--- src/ir_timer_pkg.sv ---
package ir_timer_pkg;
	localparam int          ADDR_W        = 12;
	localparam int          DATA_W        = 32;
	// register byte offsets
	localparam logic [11:0] OFS_CTRL      = 12'h000;
	localparam logic [11:0] OFS_CARRIER   = 12'h004;
	localparam logic [11:0] OFS_MODTIME   = 12'h008;
	localparam logic [11:0] OFS_COUNTER   = 12'h00c;
	localparam logic [11:0] OFS_PWRCTL    = 12'h010;
	localparam logic [11:0] OFS_STATUS    = 12'h014;
	localparam logic [11:0] OFS_IRQ_EN    = 12'h018;
	localparam logic [11:0] OFS_IRQ_CLR   = 12'h01c;
	// control register fields
	localparam int          CTL_EN        = 0;
	localparam int          CTL_MODE      = 1;
	localparam int          CTL_CLKSEL    = 2;
	localparam int          CTL_POL       = 3;
	localparam int          CTL_DATA      = 4;
	localparam int          CTL_RELOAD    = 5;
	localparam int          CTL_RXEDGE_LO = 6;
	localparam int          CTL_DIV_LO    = 8;
	localparam int          DIV_W         = 3;
	// power control fields
	localparam int          PWR_OUT       = 0;
	localparam int          PWR_OE        = 1;
	// status / interrupt bits
	localparam int          ST_INTERVAL   = 0;
	localparam int          ST_OVERFLOW   = 1;
	localparam int          ST_W          = 2;
	// receive edge select codes
	localparam logic [1:0]  EDGE_FALL     = 2'h1;
	localparam logic [1:0]  EDGE_RISE     = 2'h2;
	localparam logic [1:0]  EDGE_BOTH     = 2'h3;
	localparam logic [15:0] CARRIER_RST   = 16'h0000;
	localparam logic [15:0] CNT_MAX       = 16'hffff;
	localparam logic [15:0] CNT_ZERO      = 16'h0000;
endpackage : ir_timer_pkg

--- src/ir_clk_divider.sv ---
`timescale 1ns/100ps
module ir_clk_divider #(
	parameter int DIV_W = 3
) (
	// clock and reset
	input  wire logic             pclk,
	input  wire logic             presetn,
	// control
	input  wire logic             run,
	input  wire logic [DIV_W-1:0] div_sel,
	// tick out
	output logic                  tick
);
	localparam int CW = (1 << DIV_W);

	logic [CW-1:0] cnt_r;
	logic [CW-1:0] cnt_nxt;
	logic          tick_nxt;
	logic [CW-1:0] mask;

	// one tick every 2**div_sel system clocks
	always_comb begin
		mask     = CW'((64'h1 << div_sel) - 64'h1);
		cnt_nxt  = run ? ((cnt_r & mask) == mask ? '0 : cnt_r + 1'b1) : '0;
		tick_nxt = run && ((cnt_r & mask) == mask);
	end

	always_ff @(posedge pclk or negedge presetn) begin
		if (!presetn) begin
			cnt_r <= '0;
			tick  <= 1'b0;
		end else begin
			cnt_r <= cnt_nxt;
			tick  <= tick_nxt;
		end
	end
endmodule : ir_clk_divider

--- src/ir_carrier_timer.sv ---
// The register addresses and register access over APB were decided locally.
`timescale 1ns/100ps
// Overview of operation
// timer disabled: tx pin follows software value and output-enable bits
// carrier high phase is high byte plus one, low phase low byte plus one
// input clock is system clock divided by two to the divider field
// timer runs only while enable bit is set
// transmit loads counter from modulation time then counts down; receive counts up
// counter rollover from max to zero sets overflow flag and interrupt
// clock-select 0 counts carrier cycles, 1 counts every input clock
// enabled idle level of tx pin equals the polarity bit
// data bit 1 puts carrier (inverted by polarity) on pin; 0 holds idle
// transmission starts on enable-or-mode rising while the other is set
// modulation time, carrier, data and polarity latched at start and reload
// after zero: reload counter, resample, update pin, set interval flag
// software ends transmit by selecting receive or clearing enable
// each interval lasts modulation time plus one counter clocks
// receive: counter reloads zero on capture or runs freely, per setting
// on capture copy pin to data bit, counter to modulation time, maybe clear
// all state synchronous; reset leaves timer disabled, pin under software
module ir_carrier_timer
	import ir_timer_pkg::*;
(
	// clock and reset
	input  wire logic                        pclk,
	input  wire logic                        presetn,
	// apb slave
	input  wire logic                        psel,
	input  wire logic                        penable,
	input  wire logic                        pwrite,
	input  wire logic [ir_timer_pkg::ADDR_W-1:0] paddr,
	input  wire logic [ir_timer_pkg::DATA_W-1:0] pwdata,
	output logic      [ir_timer_pkg::DATA_W-1:0] prdata,
	output logic                             pready,
	output logic                             pslverr,
	// infrared pins
	output logic                             infrared_tx_pin,
	output logic                             infrared_tx_oe,
	input  wire logic                        infrared_rx_pin,
	// interrupt
	output logic                             irq
);
	import ir_timer_pkg::*;

	// control, timing, counter, power, status and interrupt registers
	logic             infrared_timer_enable_r, transmit_mode_select_r, counter_clock_select_r;
	logic             transmit_polarity_r, modulation_data_bit_r, capture_reload_enable_r;
	logic [1:0]       rx_edge_sel_r;
	logic [DIV_W-1:0] infrared_clock_divider_r;
	logic [15:0]      carrier_timing_r, modulation_time_r, interval_counter_r;
	logic             manual_pin_value_r, manual_pin_output_enable_r;
	logic [ST_W-1:0]  status_r, irq_en_r;
	// latched transmit settings
	logic [15:0]      lat_carrier_r;
	logic             lat_pol_r, lat_data_r;
	// carrier generator, transmit state and rx synchroniser
	logic [7:0]       phase_cnt_r;
	logic             phase_hi_r;
	logic             tx_active_r;
	logic             rx_s1_r, rx_s2_r, rx_prev_r;

	logic             wr_en, rd_en, ir_tick, run_tx, run_rx, carrier_end, cnt_tick;
	logic             tx_start, reload, capture, overflow, cnt_wr;
	logic             rx_rise, rx_fall;
	logic [DATA_W-1:0] rd_data;

	ir_clk_divider #(.DIV_W(DIV_W)) u_div (
		.pclk    (pclk),
		.presetn (presetn),
		.run     (infrared_timer_enable_r),
		.div_sel (infrared_clock_divider_r),
		.tick    (ir_tick)
	);

	assign wr_en = psel && penable && pwrite;
	assign rd_en = psel && !penable && !pwrite;

	// rx pin synchroniser, second stage feeds edge detect
	always_ff @(posedge pclk or negedge presetn) begin
		if (!presetn) begin
			rx_s1_r   <= 1'b0;
			rx_s2_r   <= 1'b0;
			rx_prev_r <= 1'b0;
		end else begin
			rx_s1_r   <= infrared_rx_pin;
			rx_s2_r   <= rx_s1_r;
			rx_prev_r <= rx_s2_r;
		end
	end
	assign rx_rise = rx_s2_r && !rx_prev_r;
	assign rx_fall = !rx_s2_r && rx_prev_r;

	// control decode
	always_comb begin
		run_tx      = infrared_timer_enable_r && transmit_mode_select_r;
		run_rx      = infrared_timer_enable_r && !transmit_mode_select_r;
		// carrier phase ends after byte+1 input clocks
		carrier_end = ir_tick && !phase_hi_r && (phase_cnt_r == 8'h00);
		cnt_tick    = counter_clock_select_r ? ir_tick : carrier_end;
		// start: active flag not yet set while transmit running
		tx_start    = run_tx && !tx_active_r;
		reload      = run_tx && tx_active_r && cnt_tick && (interval_counter_r == CNT_ZERO);
		capture     = run_rx && ((rx_rise && rx_edge_sel_r[1]) || (rx_fall && rx_edge_sel_r[0]));
		cnt_wr      = wr_en && (paddr == OFS_COUNTER);
		overflow    = run_rx && cnt_tick && (interval_counter_r == CNT_MAX) && !cnt_wr
			&& !(capture && capture_reload_enable_r);
	end

	// register file and counter next state
	logic             en_nxt, mode_nxt, clksel_nxt, pol_nxt, data_nxt, rl_nxt;
	logic [1:0]       edge_nxt;
	logic [DIV_W-1:0] div_nxt;
	logic [15:0]      car_nxt, mt_nxt, cnt_nxt, lat_car_nxt;
	logic             mout_nxt, moe_nxt, lat_pol_nxt, lat_data_nxt, act_nxt;
	logic [ST_W-1:0]  st_nxt, ien_nxt;
	logic [7:0]       ph_cnt_nxt;
	logic             ph_hi_nxt;

	always_comb begin
		en_nxt       = infrared_timer_enable_r;
		mode_nxt     = transmit_mode_select_r;
		clksel_nxt   = counter_clock_select_r;
		pol_nxt      = transmit_polarity_r;
		data_nxt     = modulation_data_bit_r;
		rl_nxt       = capture_reload_enable_r;
		edge_nxt     = rx_edge_sel_r;
		div_nxt      = infrared_clock_divider_r;
		car_nxt      = carrier_timing_r;
		mt_nxt       = modulation_time_r;
		mout_nxt     = manual_pin_value_r;
		moe_nxt      = manual_pin_output_enable_r;
		ien_nxt      = irq_en_r;
		st_nxt       = status_r;
		cnt_nxt      = interval_counter_r;
		lat_car_nxt  = lat_carrier_r;
		lat_pol_nxt  = lat_pol_r;
		lat_data_nxt = lat_data_r;
		act_nxt      = run_tx && tx_active_r;
		ph_cnt_nxt   = phase_cnt_r;
		ph_hi_nxt    = phase_hi_r;
		if (wr_en) begin
			unique case (paddr)
				OFS_CTRL: begin
					en_nxt     = pwdata[CTL_EN];
					mode_nxt   = pwdata[CTL_MODE];
					clksel_nxt = pwdata[CTL_CLKSEL];
					pol_nxt    = pwdata[CTL_POL];
					data_nxt   = pwdata[CTL_DATA];
					rl_nxt     = pwdata[CTL_RELOAD];
					edge_nxt   = pwdata[CTL_RXEDGE_LO +: 2];
					div_nxt    = pwdata[CTL_DIV_LO +: DIV_W];
				end
				OFS_CARRIER: car_nxt = pwdata[15:0];
				OFS_MODTIME: mt_nxt = pwdata[15:0];
				OFS_COUNTER: cnt_nxt = pwdata[15:0];
				OFS_PWRCTL: begin
					mout_nxt = pwdata[PWR_OUT];
					moe_nxt  = pwdata[PWR_OE];
				end
				OFS_IRQ_EN: ien_nxt = pwdata[ST_W-1:0];
				OFS_IRQ_CLR: st_nxt = status_r & ~pwdata[ST_W-1:0];
				default: ;
			endcase
		end
		// carrier generator, restarted at every latch point
		if (!infrared_timer_enable_r || tx_start || reload) begin
			ph_hi_nxt  = 1'b1;
			ph_cnt_nxt = carrier_timing_r[15:8];
		end else if (ir_tick) begin
			if (phase_cnt_r != 8'h00) begin
				ph_cnt_nxt = phase_cnt_r - 8'h01;
			end else if (phase_hi_r) begin
				ph_hi_nxt  = 1'b0;
				ph_cnt_nxt = lat_carrier_r[7:0];
			end else begin
				ph_hi_nxt  = 1'b1;
				ph_cnt_nxt = lat_carrier_r[15:8];
			end
		end
		if (tx_start || reload) begin
			// latch settings and reload
			act_nxt      = 1'b1;
			cnt_nxt      = modulation_time_r;
			lat_car_nxt  = carrier_timing_r;
			lat_pol_nxt  = transmit_polarity_r;
			lat_data_nxt = modulation_data_bit_r;
		end else if (run_tx && cnt_tick) begin
			cnt_nxt = interval_counter_r - 16'h0001;
		end else if (capture) begin
			data_nxt = rx_s2_r;
			mt_nxt   = interval_counter_r;
			cnt_nxt  = capture_reload_enable_r ? CNT_ZERO : interval_counter_r + 16'h0001;
			if (!cnt_tick) begin
				cnt_nxt = capture_reload_enable_r ? CNT_ZERO : interval_counter_r;
			end
		end else if (run_rx && cnt_tick) begin
			cnt_nxt = interval_counter_r + 16'h0001;
		end
		// software start value wins over counting, not over a start or reload
		if (cnt_wr && !tx_start && !reload) begin
			cnt_nxt = pwdata[15:0];
		end
		// hardware set wins over software clear
		if (reload) begin
			st_nxt[ST_INTERVAL] = 1'b1;
		end
		if (overflow) begin
			st_nxt[ST_OVERFLOW] = 1'b1;
		end
	end

	always_ff @(posedge pclk or negedge presetn) begin
		if (!presetn) begin
			infrared_timer_enable_r    <= 1'b0;
			transmit_mode_select_r     <= 1'b0;
			counter_clock_select_r     <= 1'b0;
			transmit_polarity_r        <= 1'b0;
			modulation_data_bit_r      <= 1'b0;
			capture_reload_enable_r    <= 1'b0;
			rx_edge_sel_r              <= 2'h0;
			infrared_clock_divider_r   <= '0;
			carrier_timing_r           <= CARRIER_RST;
			modulation_time_r          <= CNT_ZERO;
			interval_counter_r         <= CNT_ZERO;
			manual_pin_value_r         <= 1'b0;
			manual_pin_output_enable_r <= 1'b0;
			status_r                   <= '0;
			irq_en_r                   <= '0;
			lat_carrier_r              <= CARRIER_RST;
			lat_pol_r                  <= 1'b0;
			lat_data_r                 <= 1'b0;
			tx_active_r                <= 1'b0;
			phase_cnt_r                <= 8'h00;
			phase_hi_r                 <= 1'b1;
		end else begin
			infrared_timer_enable_r    <= en_nxt;
			transmit_mode_select_r     <= mode_nxt;
			counter_clock_select_r     <= clksel_nxt;
			transmit_polarity_r        <= pol_nxt;
			modulation_data_bit_r      <= data_nxt;
			capture_reload_enable_r    <= rl_nxt;
			rx_edge_sel_r              <= edge_nxt;
			infrared_clock_divider_r   <= div_nxt;
			carrier_timing_r           <= car_nxt;
			modulation_time_r          <= mt_nxt;
			interval_counter_r         <= cnt_nxt;
			manual_pin_value_r         <= mout_nxt;
			manual_pin_output_enable_r <= moe_nxt;
			status_r                   <= st_nxt;
			irq_en_r                   <= ien_nxt;
			lat_carrier_r              <= lat_car_nxt;
			lat_pol_r                  <= lat_pol_nxt;
			lat_data_r                 <= lat_data_nxt;
			tx_active_r                <= act_nxt;
			phase_cnt_r                <= ph_cnt_nxt;
			phase_hi_r                 <= ph_hi_nxt;
		end
	end

	// pin and bus outputs
	logic tx_nxt, oe_nxt, irq_nxt;
	always_comb begin
		if (!infrared_timer_enable_r) begin
			tx_nxt = manual_pin_value_r;
			oe_nxt = manual_pin_output_enable_r;
		end else if (tx_active_r) begin
			tx_nxt = lat_data_r ? (phase_hi_r ^ lat_pol_r) : lat_pol_r;
			oe_nxt = 1'b1;
		end else begin
			tx_nxt = transmit_polarity_r;
			oe_nxt = 1'b1;
		end
		irq_nxt = |(st_nxt & ien_nxt);
		rd_data = '0;
		unique case (paddr)
			OFS_CTRL: begin
				rd_data[CTL_EN]                = infrared_timer_enable_r;
				rd_data[CTL_MODE]              = transmit_mode_select_r;
				rd_data[CTL_CLKSEL]            = counter_clock_select_r;
				rd_data[CTL_POL]               = transmit_polarity_r;
				rd_data[CTL_DATA]              = modulation_data_bit_r;
				rd_data[CTL_RELOAD]            = capture_reload_enable_r;
				rd_data[CTL_RXEDGE_LO +: 2]    = rx_edge_sel_r;
				rd_data[CTL_DIV_LO +: DIV_W]   = infrared_clock_divider_r;
			end
			OFS_CARRIER: rd_data[15:0] = carrier_timing_r;
			OFS_MODTIME: rd_data[15:0] = modulation_time_r;
			OFS_COUNTER: rd_data[15:0] = interval_counter_r;
			OFS_PWRCTL: begin
				rd_data[PWR_OUT] = manual_pin_value_r;
				rd_data[PWR_OE]  = manual_pin_output_enable_r;
			end
			OFS_STATUS: rd_data[ST_W-1:0] = status_r;
			OFS_IRQ_EN: rd_data[ST_W-1:0] = irq_en_r;
			default: ;
		endcase
	end

	always_ff @(posedge pclk or negedge presetn) begin
		if (!presetn) begin
			infrared_tx_pin <= 1'b0;
			infrared_tx_oe  <= 1'b0;
			irq             <= 1'b0;
			prdata          <= '0;
			pready          <= 1'b0;
			pslverr         <= 1'b0;
		end else begin
			infrared_tx_pin <= tx_nxt;
			infrared_tx_oe  <= oe_nxt;
			irq             <= irq_nxt;
			if (rd_en) begin
				prdata <= rd_data;
			end
			pready  <= psel && !penable;
			pslverr <= 1'b0;
		end
	end

	// assertions
	property p_idle_manual;
		@(posedge pclk) disable iff (!presetn)
		!infrared_timer_enable_r |=> (infrared_tx_pin == $past(manual_pin_value_r));
	endproperty
	a_idle_manual: assert property (p_idle_manual) else $error("manual pin value not driven");

	property p_reload_value;
		@(posedge pclk) disable iff (!presetn)
		reload |=> (interval_counter_r == $past(modulation_time_r)) && status_r[ST_INTERVAL];
	endproperty
	a_reload_value: assert property (p_reload_value) else $error("reload missed");

	property p_overflow_flag;
		@(posedge pclk) disable iff (!presetn)
		overflow |=> status_r[ST_OVERFLOW] && (interval_counter_r == CNT_ZERO);
	endproperty
	a_overflow_flag: assert property (p_overflow_flag) else $error("overflow flag not set");

	property p_disabled_stops;
		@(posedge pclk) disable iff (!presetn)
		!infrared_timer_enable_r ##1 !infrared_timer_enable_r |-> !tx_active_r && !ir_tick;
	endproperty
	a_disabled_stops: assert property (p_disabled_stops) else $error("timer runs while disabled");

	property p_tx_start;
		@(posedge pclk) disable iff (!presetn)
		tx_start |=> tx_active_r && (lat_pol_r == $past(transmit_polarity_r));
	endproperty
	a_tx_start: assert property (p_tx_start) else $error("transmit did not start");

	property p_down_count;
		@(posedge pclk) disable iff (!presetn)
		(run_tx && tx_active_r && cnt_tick && interval_counter_r != CNT_ZERO && !wr_en)
			|=> interval_counter_r == $past(interval_counter_r) - 16'h0001;
	endproperty
	a_down_count: assert property (p_down_count) else $error("down count wrong");

	property p_capture;
		@(posedge pclk) disable iff (!presetn)
		(capture && !wr_en) |=> (modulation_time_r == $past(interval_counter_r))
			&& (modulation_data_bit_r == $past(rx_s2_r));
	endproperty
	a_capture: assert property (p_capture) else $error("capture wrong");

	property p_irq;
		@(posedge pclk) disable iff (!presetn)
		irq == |(status_r & irq_en_r);
	endproperty
	a_irq: assert property (p_irq) else $error("interrupt level wrong");
endmodule : ir_carrier_timer

--- config.mk ---
export PLATFORM = sky130hd
export DESIGN_NAME = ir_carrier_timer
export DESIGN_NICKNAME = d
export VERILOG_FILES = /design/src/ir_timer_pkg.sv /design/src/ir_clk_divider.sv /design/src/ir_carrier_timer.sv
export SDC_FILE = /design/constraint.sdc
export NUM_CORES = 1
export LEC_CHECK = 0
export BUFFER_PORTS_ARGS = -buffer_cell sky130_fd_sc_hd__buf_2
export CAP_MARGIN = 30
export CORE_MARGIN = 8
export CORE_UTILIZATION = 30
export CTS_CLUSTER_DIAMETER = 150
export DETAILED_ROUTE_END_ITERATION = 6
export GPL_TIMING_DRIVEN = 0
export HOLD_SLACK_MARGIN = 0.03
export MAX_ROUTING_LAYER = met4
export SLEW_MARGIN = 5
export SYNTH_ARGS = -nofsm -noshare
export SYNTH_HDL_FRONTEND = slang
export SYNTH_SLANG_ARGS = --single-unit
--- constraint.sdc ---
create_clock -name pclk -period 7.6 [get_ports pclk]
set_input_delay 0.76 -clock pclk [delete_from_list [all_inputs] [get_ports pclk]]
set_output_delay 0.76 -clock pclk [all_outputs]
set_load 0.005 [all_outputs]
==> run summary, run 1 <==
The leading register cell type out of synthesis is dfrtp_1. Walking the worst path, the cells encountered are inv_1 > ha_1 > nor3b_1 > a31oi_1 > o41ai_4 > nand2_1 > clkbuf_1 > o22ai_1 > a31oi_1. The flow ran to the end, and the final reports show no timing, DRC or antenna violations. The synthesized area per cell came out at 9.073 sq um. For this design, the slowest cell found on the critical path is nor3b_1. The largest incremental delay on the critical path came out at 0.60 ns. The largest fanout of any net on the critical path is 10. Cell internal power was estimated by the tool at 0.001529 W.

The number of levels the H-tree was split into came out at 4. The final weighted congestion in routability-driven placement is 1.016. The half-perimeter wire length after placement came out at 18860 um. Summing the areas of all fa, ha and maj instances in the mapped netlist gives 1.169% of the synthesized area. The final instance area is 8900 sq um.

The standard-cell row count is 58. The x dimension of the die is 174.1 um. Of the cells placed in the final design, the portion with a size suffix greater than 1 is 17.24%. The count of nets left with antenna violations once routing finished came out at 0. After synthesis, the largest family of logic cells by area is compound AO/OA/AOI/OAI gates.

The sort of element at the start of the critical path is a flip-flop. The wire length of the first global-routing pass is 39850 um. The period utilization is 44.61%. The global-route congestion overflow total is 0. The maximum root-to-sink buffer count is 2. The clock-pin slew on the worst setup and hold paths is 0.06 ns.

The post-route worst hold slack is 0.3024 ns. STA classifies the critical path endpoint as a flip-flop. The number of register bits inferred by synthesis came out at 124. The area of placed instances is 8267 sq um. The logic gate share of total power is 29.2%. For this run, the detailed router's first-pass iteration total came to 6. The share of synthesized area spent on multiplexers is 7.362%. The core region area is 24820 sq um. The clock network accounts for 37.2% of the total power. The arrival time at the worst endpoint is 3.65 ns. The non-filler instance count after layout came out at 1260. The synthesized-area fraction occupied by xor and xnor cells is 2.805%. Yosys printed 0 warnings. The total via count in the routed design is 6855. Clock tree synthesis selected as its root buffer the cell clkbuf_16. For this run, design rule violations remaining after detail routing come to 0. The worst endpoint required time is 7.86 ns.

The synthesized instance count is 826. The clock drives 124 sinks. The placed instance count came out at 1226.

Setup repair after global routing left no endpoint under its margin. In this run, post-CTS hold repair placed 0 buffers. The initial core utilization is 30.20%.

Counting both buffers and inverters, the worst setup path holds a total of 2. The area fraction in and, or, nand and nor cells after synthesis came out at 19.77%. The compound-cell area share of the yosys netlist came out at 21.15%.

The distinct cell type count of the synthesized netlist is 76. In the global route stage, overall resource usage came out at 17.17%. The post-CTS setup-driven buffer insertion count came out at 0. The number of endpoints with negative hold slack in the final report came to 0. The number of ports placed on the die boundary is 87.

At the pin with the least slew margin, the transition time is 1.033 ns. In this run the tool buffered the top-level ports with 53 buffer cells. The worst setup path is of the reg2reg kind. The clock tree from TritonCTS is yes.

The ratio of routed vias to standard cells came out at 5.440. In the layout the commonest cells are nand2_1 (132), dfrtp_1 (123), o21ai_0 (61), buf_2 (59), clkbuf_1 (42). The setup skew after layout is 0.01416 ns. Of the total power, the share spent switching nets is 35.34%. After detailed routing, the average wire length per cell comes to 19.83 um. The number of slew-limit violations in the final report is 0.

The DRC marker count from the first detailed-route iteration is 663. The number of global-route vias before repair came out at 6775. On the critical path the largest part of the delay comes from compound AO/OA/AOI/OAI gates.

The number of antenna violations at the first check in global routing came out at 2. The area growth from synthesis to layout is 18.75%. The aggregate routed wire length is 24990 um.

After synthesis the cells add up to 7495 sq um. The max-capacitance violation count came out at 0. The most frequent standard cell in the layout excluding fill and tap cells is nand2_1. The synthesized design contains 0 enable-type register cells.

The maximum number of pins on one net before global-route repair came out at 71. In this run the worst hold path is classified as in2async. The accumulated negative setup slack came out at 0 ns.

The net load switching power is 0.0008355 W. Measured against its own limit, the worst slew margin works out to 30.62%. In the final design database the tool counted 972 nets. Setup violations remaining at the end of the flow were counted as 0.

The floorplan die area is 30300 sq um. The clock buffer count from CTS came out at 17. The shortest clock period the worst path allows after layout came out at 3.390 ns. The maximum resistive drop on vdd is 0.1661 mV. For this design the ratio of total power to cell area is 265.7 nW/um^2. Counting flops with an async set or reset pin after synthesis yields a share of 100.0%. The maximum frequency from static timing analysis came out at 295.0 MHz. The die outline height is 174.1 um. The share of the Yosys chip area taken by registers is 41.42%.

In this run the static leakage power is 3.694 nW. Registers are responsible for 33.5% of the overall power. The later pin in the worst-skew pair is clocked with a latency of 0.43 ns.

The quantity of gates resized following cts is 0. The most used cell along the critical path is a31oi_1.
[per-stage QoR]
| step | setup WS [ns] | util [%] | power [W] |
|---|---|---|---|
| 2_1_floorplan | 4.682 | - | 0.001269 |
| 3_3_place_gp | 3.971 | 33.17 | 0.001465 |
| 3_5_place_dp | 4.067 | 33.31 | 0.001473 |
| 4_1_cts | 4.293 | 35.84 | 0.002354 |
| 5_1_grt | 3.982 | 35.86 | 0.002482 |
| 6_report | 4.210 | 35.86 | 0.002365 |
[final timing paths]
path                                start                    end  slack, ns  cells after the start
max in group asynchronous         presetn             phase_hi_r       6.52                      2
min in group pclk                 rx_s1_r                rx_s2_r       0.36                      0
hold / removal                    presetn  interval_counter_r[7]       0.30                      1
setup / recovery           phase_cnt_r[0]  interval_counter_r[3]       4.21                      9
hold reg to reg                   rx_s1_r                rx_s2_r       0.36                      0
setup reg to reg           phase_cnt_r[0]  interval_counter_r[3]       4.21                      9
[worst register-to-register path: cells and delay by family, from the launching register on]
family	cells	cell delay, ns
AO/OA/AOI/OAI	4	1.19
AND/OR/NAND/NOR	2	0.97
buffers and inverters	2	0.47
flip-flops	1	0.42
adder cells (fa/ha/maj)	1	0.16
[synth_stat cells, drive strengths merged, types with 7 or more instances]
master,number,area [sq um]
a21oi,30,150.1
o21ai,72,371.6
a22o,12,105.1
a41oi,7,61.31
o211ai,7,52.55
xnor2,15,131.4
nor4,12,106.4
a31oi,11,68.82
nor2,41,172.7
o22ai,8,50.05
xor2,9,78.83
nand3,27,135.1
mux2,25,281.5
clkbuf,39,146.4
buf,35,241.5
ha,7,87.58
nand2,132,495.5
inv,21,78.83
dfrtp,123,3078
nor3,18,135.1
a221oi,12,105.1
nand4,14,87.58
mux2i,27,270.3
nor2b,9,56.30
a211oi,9,67.56
[state kept, by name (all words and copies together) (netlist names), 3 cells and up]
| name | cells |
|---|---|
| lat_carrier_r | 16 |
| phase_cnt_r | 8 |
| modulation_time_r | 16 |
| u_div.cnt_r | 7 |
| interval_counter_r | 16 |
| infrared_clock_divider_r | 3 |
| prdata | 16 |
| carrier_timing_r | 16 |
[layer usage]
| layer | GRT usage [%] | share of wire [%] | vias to the layer above |
|---|---|---|---|
| met5 | - | 0 | - |
| met3 | 3.038 | 5.9 | 51 |
| met4 | 7.374 | 3.2 | 0 |
| met1 | 21.70 | 44 | 3348 |
| met2 | 26.69 | 47 | 272 |
| li1 | - | - | 3184 |
[power by group through the flow]
stage	Clock (W)	Combinational [W]	Sequential [W]
2_1_floorplan	0	0.000488	0.000781
3_3_place_gp	0	0.000665	0.000800
3_5_place_dp	0	0.000672	0.000800
4_1_cts	0.000888	0.000675	0.000791
5_1_grt	0.000918	0.000765	0.000800
6_report	0.000880	0.000691	0.000793
[logic make-up (layout without fill, tap and decap cells)]
group                    count (synthesis)  after routing
multiplexers                            52             52
adder cells (fa/ha/maj)                  7              7
buffers and inverters                   96            182
other                                    1             19
XOR/XNOR                                24             24
AND/OR/NAND/NOR                        293            293
flip-flops                             124            124
AO/OA/AOI/OAI                          229            229
[cell type report]
class	instances	area, sq um
diodes	2	5.005
clock inverters	10	163.9
fillers	2599	15920
repair buffers	54	299.0
multi-input cells	622	3980
clock buffers	22	464.2
plain buffers	74	387.9
flip-flops and latches	124	3104
inverters	22	82.58
well taps	330	412.9
No activity file was read; power rests on OpenSTA's default activity.
==> inputs of run 2 (changes only) <==
- ABC_AREA: unset -> 1
- clock period: 7.6 -> 3.23 ns (I/O delays scaled with it)
==> run 2 against run 1 <==
Against the previous run:
- combinational power down 78%
- setup slack worse by 3.5 ns
- power increased by 51%
- critical endpoint is now interval_counter_r[12]
- largest power group unchanged
==> run summary, run 2 <==
The setup skew after layout came out at 0.01027 ns (-0.003895 ns). The synthesized design spends more area on one cell type than any other, namely dfrtp_1. The number of cells traversed by the worst register-to-register path is 14 (+5). The half-perimeter wire length after placement is 18070 um (-4.2%). The sort of element at the start of the critical path is a flip-flop. The post-route DRC violation count came out at 0 (unchanged).

The post-detailed-route wirelength per cell came out at 16.12 um (-19%). Leaving out fill and tap cells, the most frequent cell in the layout is nand2_1. The number of slew-limit violations in the final report came out at 0 (unchanged). The clock insertion delay at the later pin of the skew report is 0.42 ns (about the same). The DRC marker count from the first detailed-route iteration came out at 572 (-14%). The warning count from the yosys run came to 0 (unchanged). The static leakage is 4.382 nW (+19%).

The period utilization is 78.50% (+34 points). In the post-synthesis netlist, the biggest area contributors are dfrtp_1 (41%), nand2_1 (15%), o21ai_0 (8.7%). The aggregate routed wire length came out at 23940 um (-4.2%). The post-CTS setup-driven buffer insertion count is 0 (unchanged). The number of endpoints with negative hold slack in the final report came to 0 (unchanged). The net load switching power came to 0.0008775 W (+5.0%). The number of register bits inferred by synthesis is 124 (unchanged).

The shortest clock period the worst path allows after layout was 2.536 ns (-0.8547 ns). The number of nets in the layout was 1200 (+23%). The final weighted congestion in routability-driven placement was 0.8984 (-12%). The tree is rooted in a clkbuf_16. The standard-cell row count was 58 (unchanged).

The final antenna diode count is 0 (-2). The maximum root-to-sink buffer count was 2 (unchanged). The logic gate share of total power came out at 4.3% (-25 points). The clock tree from TritonCTS is yes. The internal power consumption came out at 0.002688 W (+76%).

The non-filler instance count after layout is 1485 (+18%). The count of flip-flops with a built-in enable after synthesis came out at 0 (unchanged). By count the netlist is led by nand2_1 (299), o21ai_0 (130), dfrtp_1 (123), nor2_1 (123), inv_1 (106). The arrival time at the worst endpoint is 2.84 ns (-0.81 ns). The x dimension of the die is 174.1 um (about the same). The global-route congestion overflow total came to 0 (unchanged). The maximum number of pins on one net before global-route repair was 78 (+9.9%). The number of global-route vias before repair came out at 6961 (+2.7%). The initial core utilization came to 30.12% (-0.078 points). The switching part of the total was 24.61% (-11 points).

The met1 layer usage reported by global route came out at 20.60% (-1.1 points). The synthesized instance count was 1051 (+27%). The global-route track usage on met3 came out at 3.124% (+0.087 points). The area growth from synthesis to layout is 18.07%.

The fraction of final layout cells sized beyond drive strength 1 is 12.64% (-4.6 points). The share of total power in the clock network is 51.9% (+15 points). The proportion of synthesized chip area in sequential cells came to 41.41% (about the same). The core region area is 24890 sq um (+0.29%). The placed instance count came to 1452 (+18%).

The critical path is of the reg2reg type. The number of levels the H-tree was split into came out at 4 (unchanged). The number of ports placed on the die boundary came out at 87 (unchanged).

The post-synthesis async set-or-reset flop share came out at 100.0% (unchanged). The clock buffer count from CTS is 17 (unchanged). The maximum resistive drop on vdd is 0.3563 mV (+110%). In the synthesized netlist the dominant register cell turns out to be dfrtp_1.

Setup repair after global routing left no endpoint under its margin. The distinct cell type count of the synthesized netlist came to 47 (-38%). The top cell types in the final layout, fill and taps aside, are nand2_1 (299), o21ai_0 (130), nor2_1 (123), dfrtp_1 (123), inv_1 (106). The total power divided by cell area is 402.8 nW/um^2 (+52%).

The tightest min-delay check is of the in2reg type. The area of the mapped netlist came out at 7497 sq um (about the same). The total routing usage reported by global routing came out at 16.28% (-0.89 points). The remaining number of nets flagged by the antenna check after routing is 0 (unchanged).

The global-route layer with the greatest usage is met2. The worst setup timing slack at the placement stage came to 0.6358 ns (-3.431 ns). The total via count in the routed design came out at 7232 (+5.5%). The largest fanout of any net on the critical path is 10 (unchanged). The worst slew margin relative to its limit was 46.33% (+16 points). The sequential power share is 43.9% (+10 points).

The floorplan die area is 30310 sq um (about the same). The worst path setup slack after routing is 0.6943 ns (-3.515 ns). The global-route met2 utilization is 25.86% (-0.83 points). The ratio of routed vias to standard cells was 4.870 (-10%).

The pin slew with the least headroom to its limit is 0.7977 ns (-0.2351 ns). The clock sink total came out at 124 (unchanged). The max-capacitance violation count is 0 (unchanged).

The count of filler cells inserted in the layout is 2617 (+0.69%). The leading cell type by number of instances after synthesis is nand2_1. The die outline height came to 174.1 um (about the same). The accumulated negative setup slack is 0 ns (unchanged). The clock-pin slew on the worst setup and hold paths came out at 0.06 ns (about the same). The first-pass detailed-route iteration total came out at 6 (unchanged). The run finished with clean final reports. The maximum frequency from static timing analysis came out at 394.4 MHz (+34%). The wire length of the first global-routing pass is 38380 um (-3.7%).

The area share of the largest cell type after synthesis is 41.05% (about the same). The number of buffer cells added on primary ports came out at 53 (unchanged). The number of antenna violations at the first check in global routing is 0 (-2). The instance count along the most critical hold path is 2. The worst endpoint required time is 3.53 ns (-4.33 ns). The share of the core filled with cells in the final layout is 35.56% (-0.30 points). The synthesized area per cell was 7.133 sq um (-21%). The worst setup path is captured at a flip-flop. The count of final setup violators is 0 (unchanged).
-- run 2: stage by stage --
step	instance area, sq um	power (W)	hold slack (ns)
global route	8852	0.003686	0.07494
finish	8852	0.003565	0.07223
detailed placement	8274	0.001743	0.3037
floorplan	7557	0.001655	0.02741
CTS	8852	0.003585	0.06009
global placement	8235	0.001737	0.3361
-- run 2: repair_timing --
action,4_1_cts,5_1_grt
hold buffers,2,0
hold endpoints to repair,48,0
resized for setup,0,0
-- run 2: cell families after synthesis --
group,count (synthesis),synth area share (%)
and+or+nand+nor,526,29.79
AOI/OAI and AO/OA,202,14.94
buffers and inverters,166,9.730
DFF,124,41.41
xor gates and xnor gates,25,2.921
adders and majority gates,7,1.168
other,1,0.05002
-- run 2: worst paths after layout --
check | from | endpoint | slack (ns)
worst max register to register | phase_cnt_r[0] | interval_counter_r[12] | 0.69
min in group asynchronous | presetn | prdata[4] | 0.42
worst min-delay path | penable | pready | 0.07
max in group asynchronous | presetn | modulation_time_r[1] | 2.04
worst min register to register | rx_s1_r | rx_s2_r | 0.35
worst max-delay path | phase_cnt_r[0] | interval_counter_r[12] | 0.69
-- run 2: layer usage --
layer  share of wire [%]  routed length (um)  vias up
li1                    -                   -     3552
met1                  45               10710     3398
met2                  48               11400      239
met3                 5.2                1248       43
met4                 2.4                 580        0
met5                   0                   0        -
-- run 2: final cells by class --
class | instances | area [sq um] | share of cell area (%)
buffer | 54 | 306.5 | 3.463
clock buffer | 18 | 439.2 | 4.961
clock inverter | 13 | 118.9 | 1.343
inverter | 112 | 422.9 | 4.777
multi-input combinational | 777 | 3724 | 42.06
sequential | 124 | 3104 | 35.07
tap | 330 | 412.9 | 4.664
timing repair buffer | 57 | 324.1 | 3.661
-- run 2: power groups by stage --
stage	clock network [W]	logic, W	registers (W)
2_1_floorplan	0	0.0000644	0.00159
3_3_place_gp	0	0.000145	0.00159
3_5_place_dp	0	0.000151	0.00159
4_1_cts	0.00187	0.000153	0.00156
5_1_grt	0.00195	0.000171	0.00156
6_report	0.00185	0.000152	0.00156
-- run 2: worst max-delay path: stages (launching register included) --
cell     delay, ns
dfrtp_1       0.40
inv_1         0.11
ha_1          0.15
nand2_1       0.12
nor2_8        0.20
nand3_4       0.10
nand2_4       0.18
nand2_2       0.14
nand2_4       0.18
o21ai_2       0.10
nand2_4       0.14
buf_4         0.21
nand2_1       0.07
nor2_1        0.20
a21oi_1       0.10
==> inputs of run 3 (changes only) <==
- clock period: 3.23 -> 2.3 ns (I/O delays scaled with it)
==> run 3 against run 2 <==
Against the previous run:
- sequential share of layout area is 0.75 points lower
- sequential power grew 41%
- sequential cell count is the same
==> run summary, run 3 (synthesis gave the netlist of run 2 again) <==
The worst slew margin relative to its limit is 46.04% (-0.29 points). The internal power consumption is 0.003776 W (+40%). The worst hold path begins at psel.

The DRC marker count from the first detailed-route iteration came out at 599 (+4.7%). The largest incremental delay on the critical path came out at 0.51 ns (+0.11 ns). The x dimension of the die came out at 174.1 um (unchanged). TritonCTS built the clock tree.

The ratio of routed vias to standard cells is 4.879 (+0.18%). The static leakage came out at 4.466 nW (+1.9%). The number of global-route vias before repair is 6987 (+0.37%).

CTS placed an instance of clkbuf_16 at the clock tree root. The maximum frequency from static timing analysis came out at 459.5 MHz (+17%). STA classifies the critical path endpoint as a flip-flop. The clock-pin slew on the worst setup and hold paths is 0.06 ns (about the same). The standard-cell row count is 58 (unchanged). The count of final setup violators is 0 (unchanged). The global-route congestion overflow total is 0 (unchanged). The switching part of the total came out at 24.54% (-0.071 points). The post-route DRC violation count was 0 (unchanged). The global-route met2 utilization came out at 25.81% (-0.049 points). The post-detailed-route wirelength per cell is 16.18 um (+0.37%). The number of buffer cells added on primary ports is 53 (unchanged). The wire length of the first global-routing pass is 38390 um (about the same). The number of slew-limit violations in the final report came out at 0 (unchanged).

The flow ran to the end, and the final reports show no timing, DRC or antenna violations. The first-pass detailed-route iteration total was 5 (-1). The overall power came out at 0.005004 W (+40%).

The sequential power share is 43.9% (about the same). The cell with the largest stage delay on the worst path is dfstp_2. The logic gate share of total power is 4.3% (about the same). The maximum root-to-sink buffer count is 2 (unchanged). The accumulated negative setup slack came to 0 ns (unchanged). The floorplan die area came out at 30310 sq um (unchanged). The non-filler instance count after layout came out at 1499 (+0.94%). The clock insertion delay at the later pin of the skew report is 0.42 ns (about the same). The global-route track usage on met3 was 3.124% (unchanged). The number of nets in the layout came out at 1214 (+1.2%). The half-perimeter wire length after placement is 18070 um (unchanged). The number of antenna violations at the first check in global routing is 0 (unchanged).

In this run the critical register-to-register path is launched from phase_hi_r. The post-route worst hold slack was 0.06373 ns (-0.008498 ns). The period utilization came out at 94.61% (+16 points). The setup skew after layout is 0.01155 ns (+0.001281 ns). The remaining number of nets flagged by the antenna check after routing is 0 (unchanged).

STA classifies the critical path startpoint as a flip-flop. The layer flagged by global routing as most heavily used is met2. The clock buffer count from CTS came out at 17 (unchanged). The number of levels the H-tree was split into came to 4 (unchanged). Traced cell by cell, the critical path runs through buf_2 > inv_1 > nand3_4 > nand2_8 > nand2_4 > clkbuf_1 > o211ai_1 > nand2_1 > a21oi_1.

The final antenna diode count is 0 (unchanged). The net load switching power came out at 0.001228 W (+40%). The maximum number of pins on one net before global-route repair is 78 (unchanged).

The shortest clock period the worst path allows after layout was 2.176 ns (-0.3596 ns). The share of total power in the clock network is 51.8% (about the same). The path class of the tightest hold or removal check is in2reg. The instance count along the most critical hold path came out at 3 (+1). The fraction of final layout cells sized beyond drive strength 1 is 15.31% (+2.7 points). The die outline height is 174.1 um (unchanged). The library cell used most frequently in the layout, excluding fill and tap cells, is nand2_1. The number of endpoints with negative hold slack in the final report was 0 (unchanged). The worst hold path terminates at pready. The arrival time at the worst endpoint came out at 2.48 ns (-0.36 ns).

The setup path with the least slack is of type reg2reg. The final weighted congestion in routability-driven placement is 0.8984 (unchanged). The number of cells traversed by the worst register-to-register path came out at 9 (-5). The total power divided by cell area came out at 553.3 nW/um^2 (+37%). The worst endpoint required time was 2.60 ns (-0.93 ns). The area growth from synthesis to layout is 20.64%. The maximum resistive drop on vdd was 0.4996 mV (+40%). The total via count in the routed design came out at 7313 (+1.1%). The endpoint identified for the worst register-to-register timing path is interval_counter_r[11]. The largest fanout of any net on the critical path is 10 (unchanged). The pin slew with the least headroom to its limit is 0.8020 ns (+0.004305 ns). The placed instance count came out at 1452 (unchanged). The aggregate routed wire length came to 24250 um (+1.3%). The register-to-register setup slack was 0.12 ns (-0.57 ns).

The number of ports placed on the die boundary was 87 (unchanged). The max-capacitance violation count is 0 (unchanged). The met1 layer usage reported by global route is 20.59% (about the same). The initial core utilization was 30.12% (unchanged). The library cells used most frequently in the layout, excluding fill and tap cells, are nand2_1 (298), o21ai_0 (130), dfrtp_1 (123), nor2_1 (116), inv_1 (97). The clock sink total is 124 (unchanged). The core region area came to 24890 sq um (unchanged).

The total routing usage reported by global routing came out at 16.29% (about the same).
==> run 3: cell count changes in the layout (fill, tap and decap cells not counted), moves of 3 or more <==
cell	previous run	this run
buf_4	23	36
inv_1	106	97
inv_2	3	10
nor2_1	123	116
nor2_2	4	9
buf_1	4	1
==> run 3: worst max-delay path: cells and delay by family (launching register included) <==
kind / cells / cell delay (ns)
flip-flops: 1 / 0.51
AO/OA/AOI/OAI: 2 / 0.28
buffers and inverters: 3 / 0.78
AND/OR/NAND/NOR: 4 / 0.47
==> run 3: metrics by stage <==
step	area (sq um)	util, %	worst slack, ns
floorplan	7557	-	0.3145
global route	9045	36.34	-0.001546
finish	9045	36.34	0.1239
detailed placement	8274	33.24	-0.2012
global placement	8235	33.09	-0.7990
CTS	8905	35.77	0.0004787
==> run 3: area by class of cell <==
type	count	area (sq um)
buffer	52	312.8
clock inverter	13	118.9
multi-input combinational	778	3789
tap	330	412.9
clock buffer	18	439.2
timing repair buffer	72	439.2
sequential	124	3104
inverter	112	429.2
fill	2599	15850
==> run 3: routing by layer <==
layer,routed length (um),part of all wire (%)
met3,1324,5.5
met2,11590,48
met4,572,2.4
met5,0,0
met1,10770,44
==> run 3: worst max path at each step <==
stage | start | endpoint | slack (ns) | cells past startpoint
floorplan | phase_cnt_r[0] | phase_cnt_r[3] | 0.31 | 14
global placement | presetn | interval_counter_r[14] | -0.80 | 1
detailed placement | psel | interval_counter_r[1] | -0.20 | 10
CTS | interval_counter_r[0] | interval_counter_r[8] | 0.0005 | 11
global route | interval_counter_r[5] | phase_cnt_r[4] | -0.002 | 14
finish | phase_hi_r | interval_counter_r[11] | 0.12 | 9
==> run 3: power by group through the flow <==
| stage | Combinational (W) | Sequential [W] | Clock [W] |
|---|---|---|---|
| floorplan | 0.0000904 | 0.00223 | 0 |
| global route | 0.000243 | 0.00220 | 0.00274 |
| finish | 0.000216 | 0.00220 | 0.00259 |
| CTS | 0.000217 | 0.00220 | 0.00262 |
| global placement | 0.000204 | 0.00224 | 0 |
| detailed placement | 0.000212 | 0.00224 | 0 |
==> run 3: timing repair <==
item / in CTS / in global routing
endpoints found under the hold margin: 49 / 0
endpoints found under the setup margin: 31 / 55
pin swaps: 2 / 5
cloned: 0 / 1
hold buffers: 3 / 0
buffers inserted: 2 / 12
gates resized for setup: 6 / 23
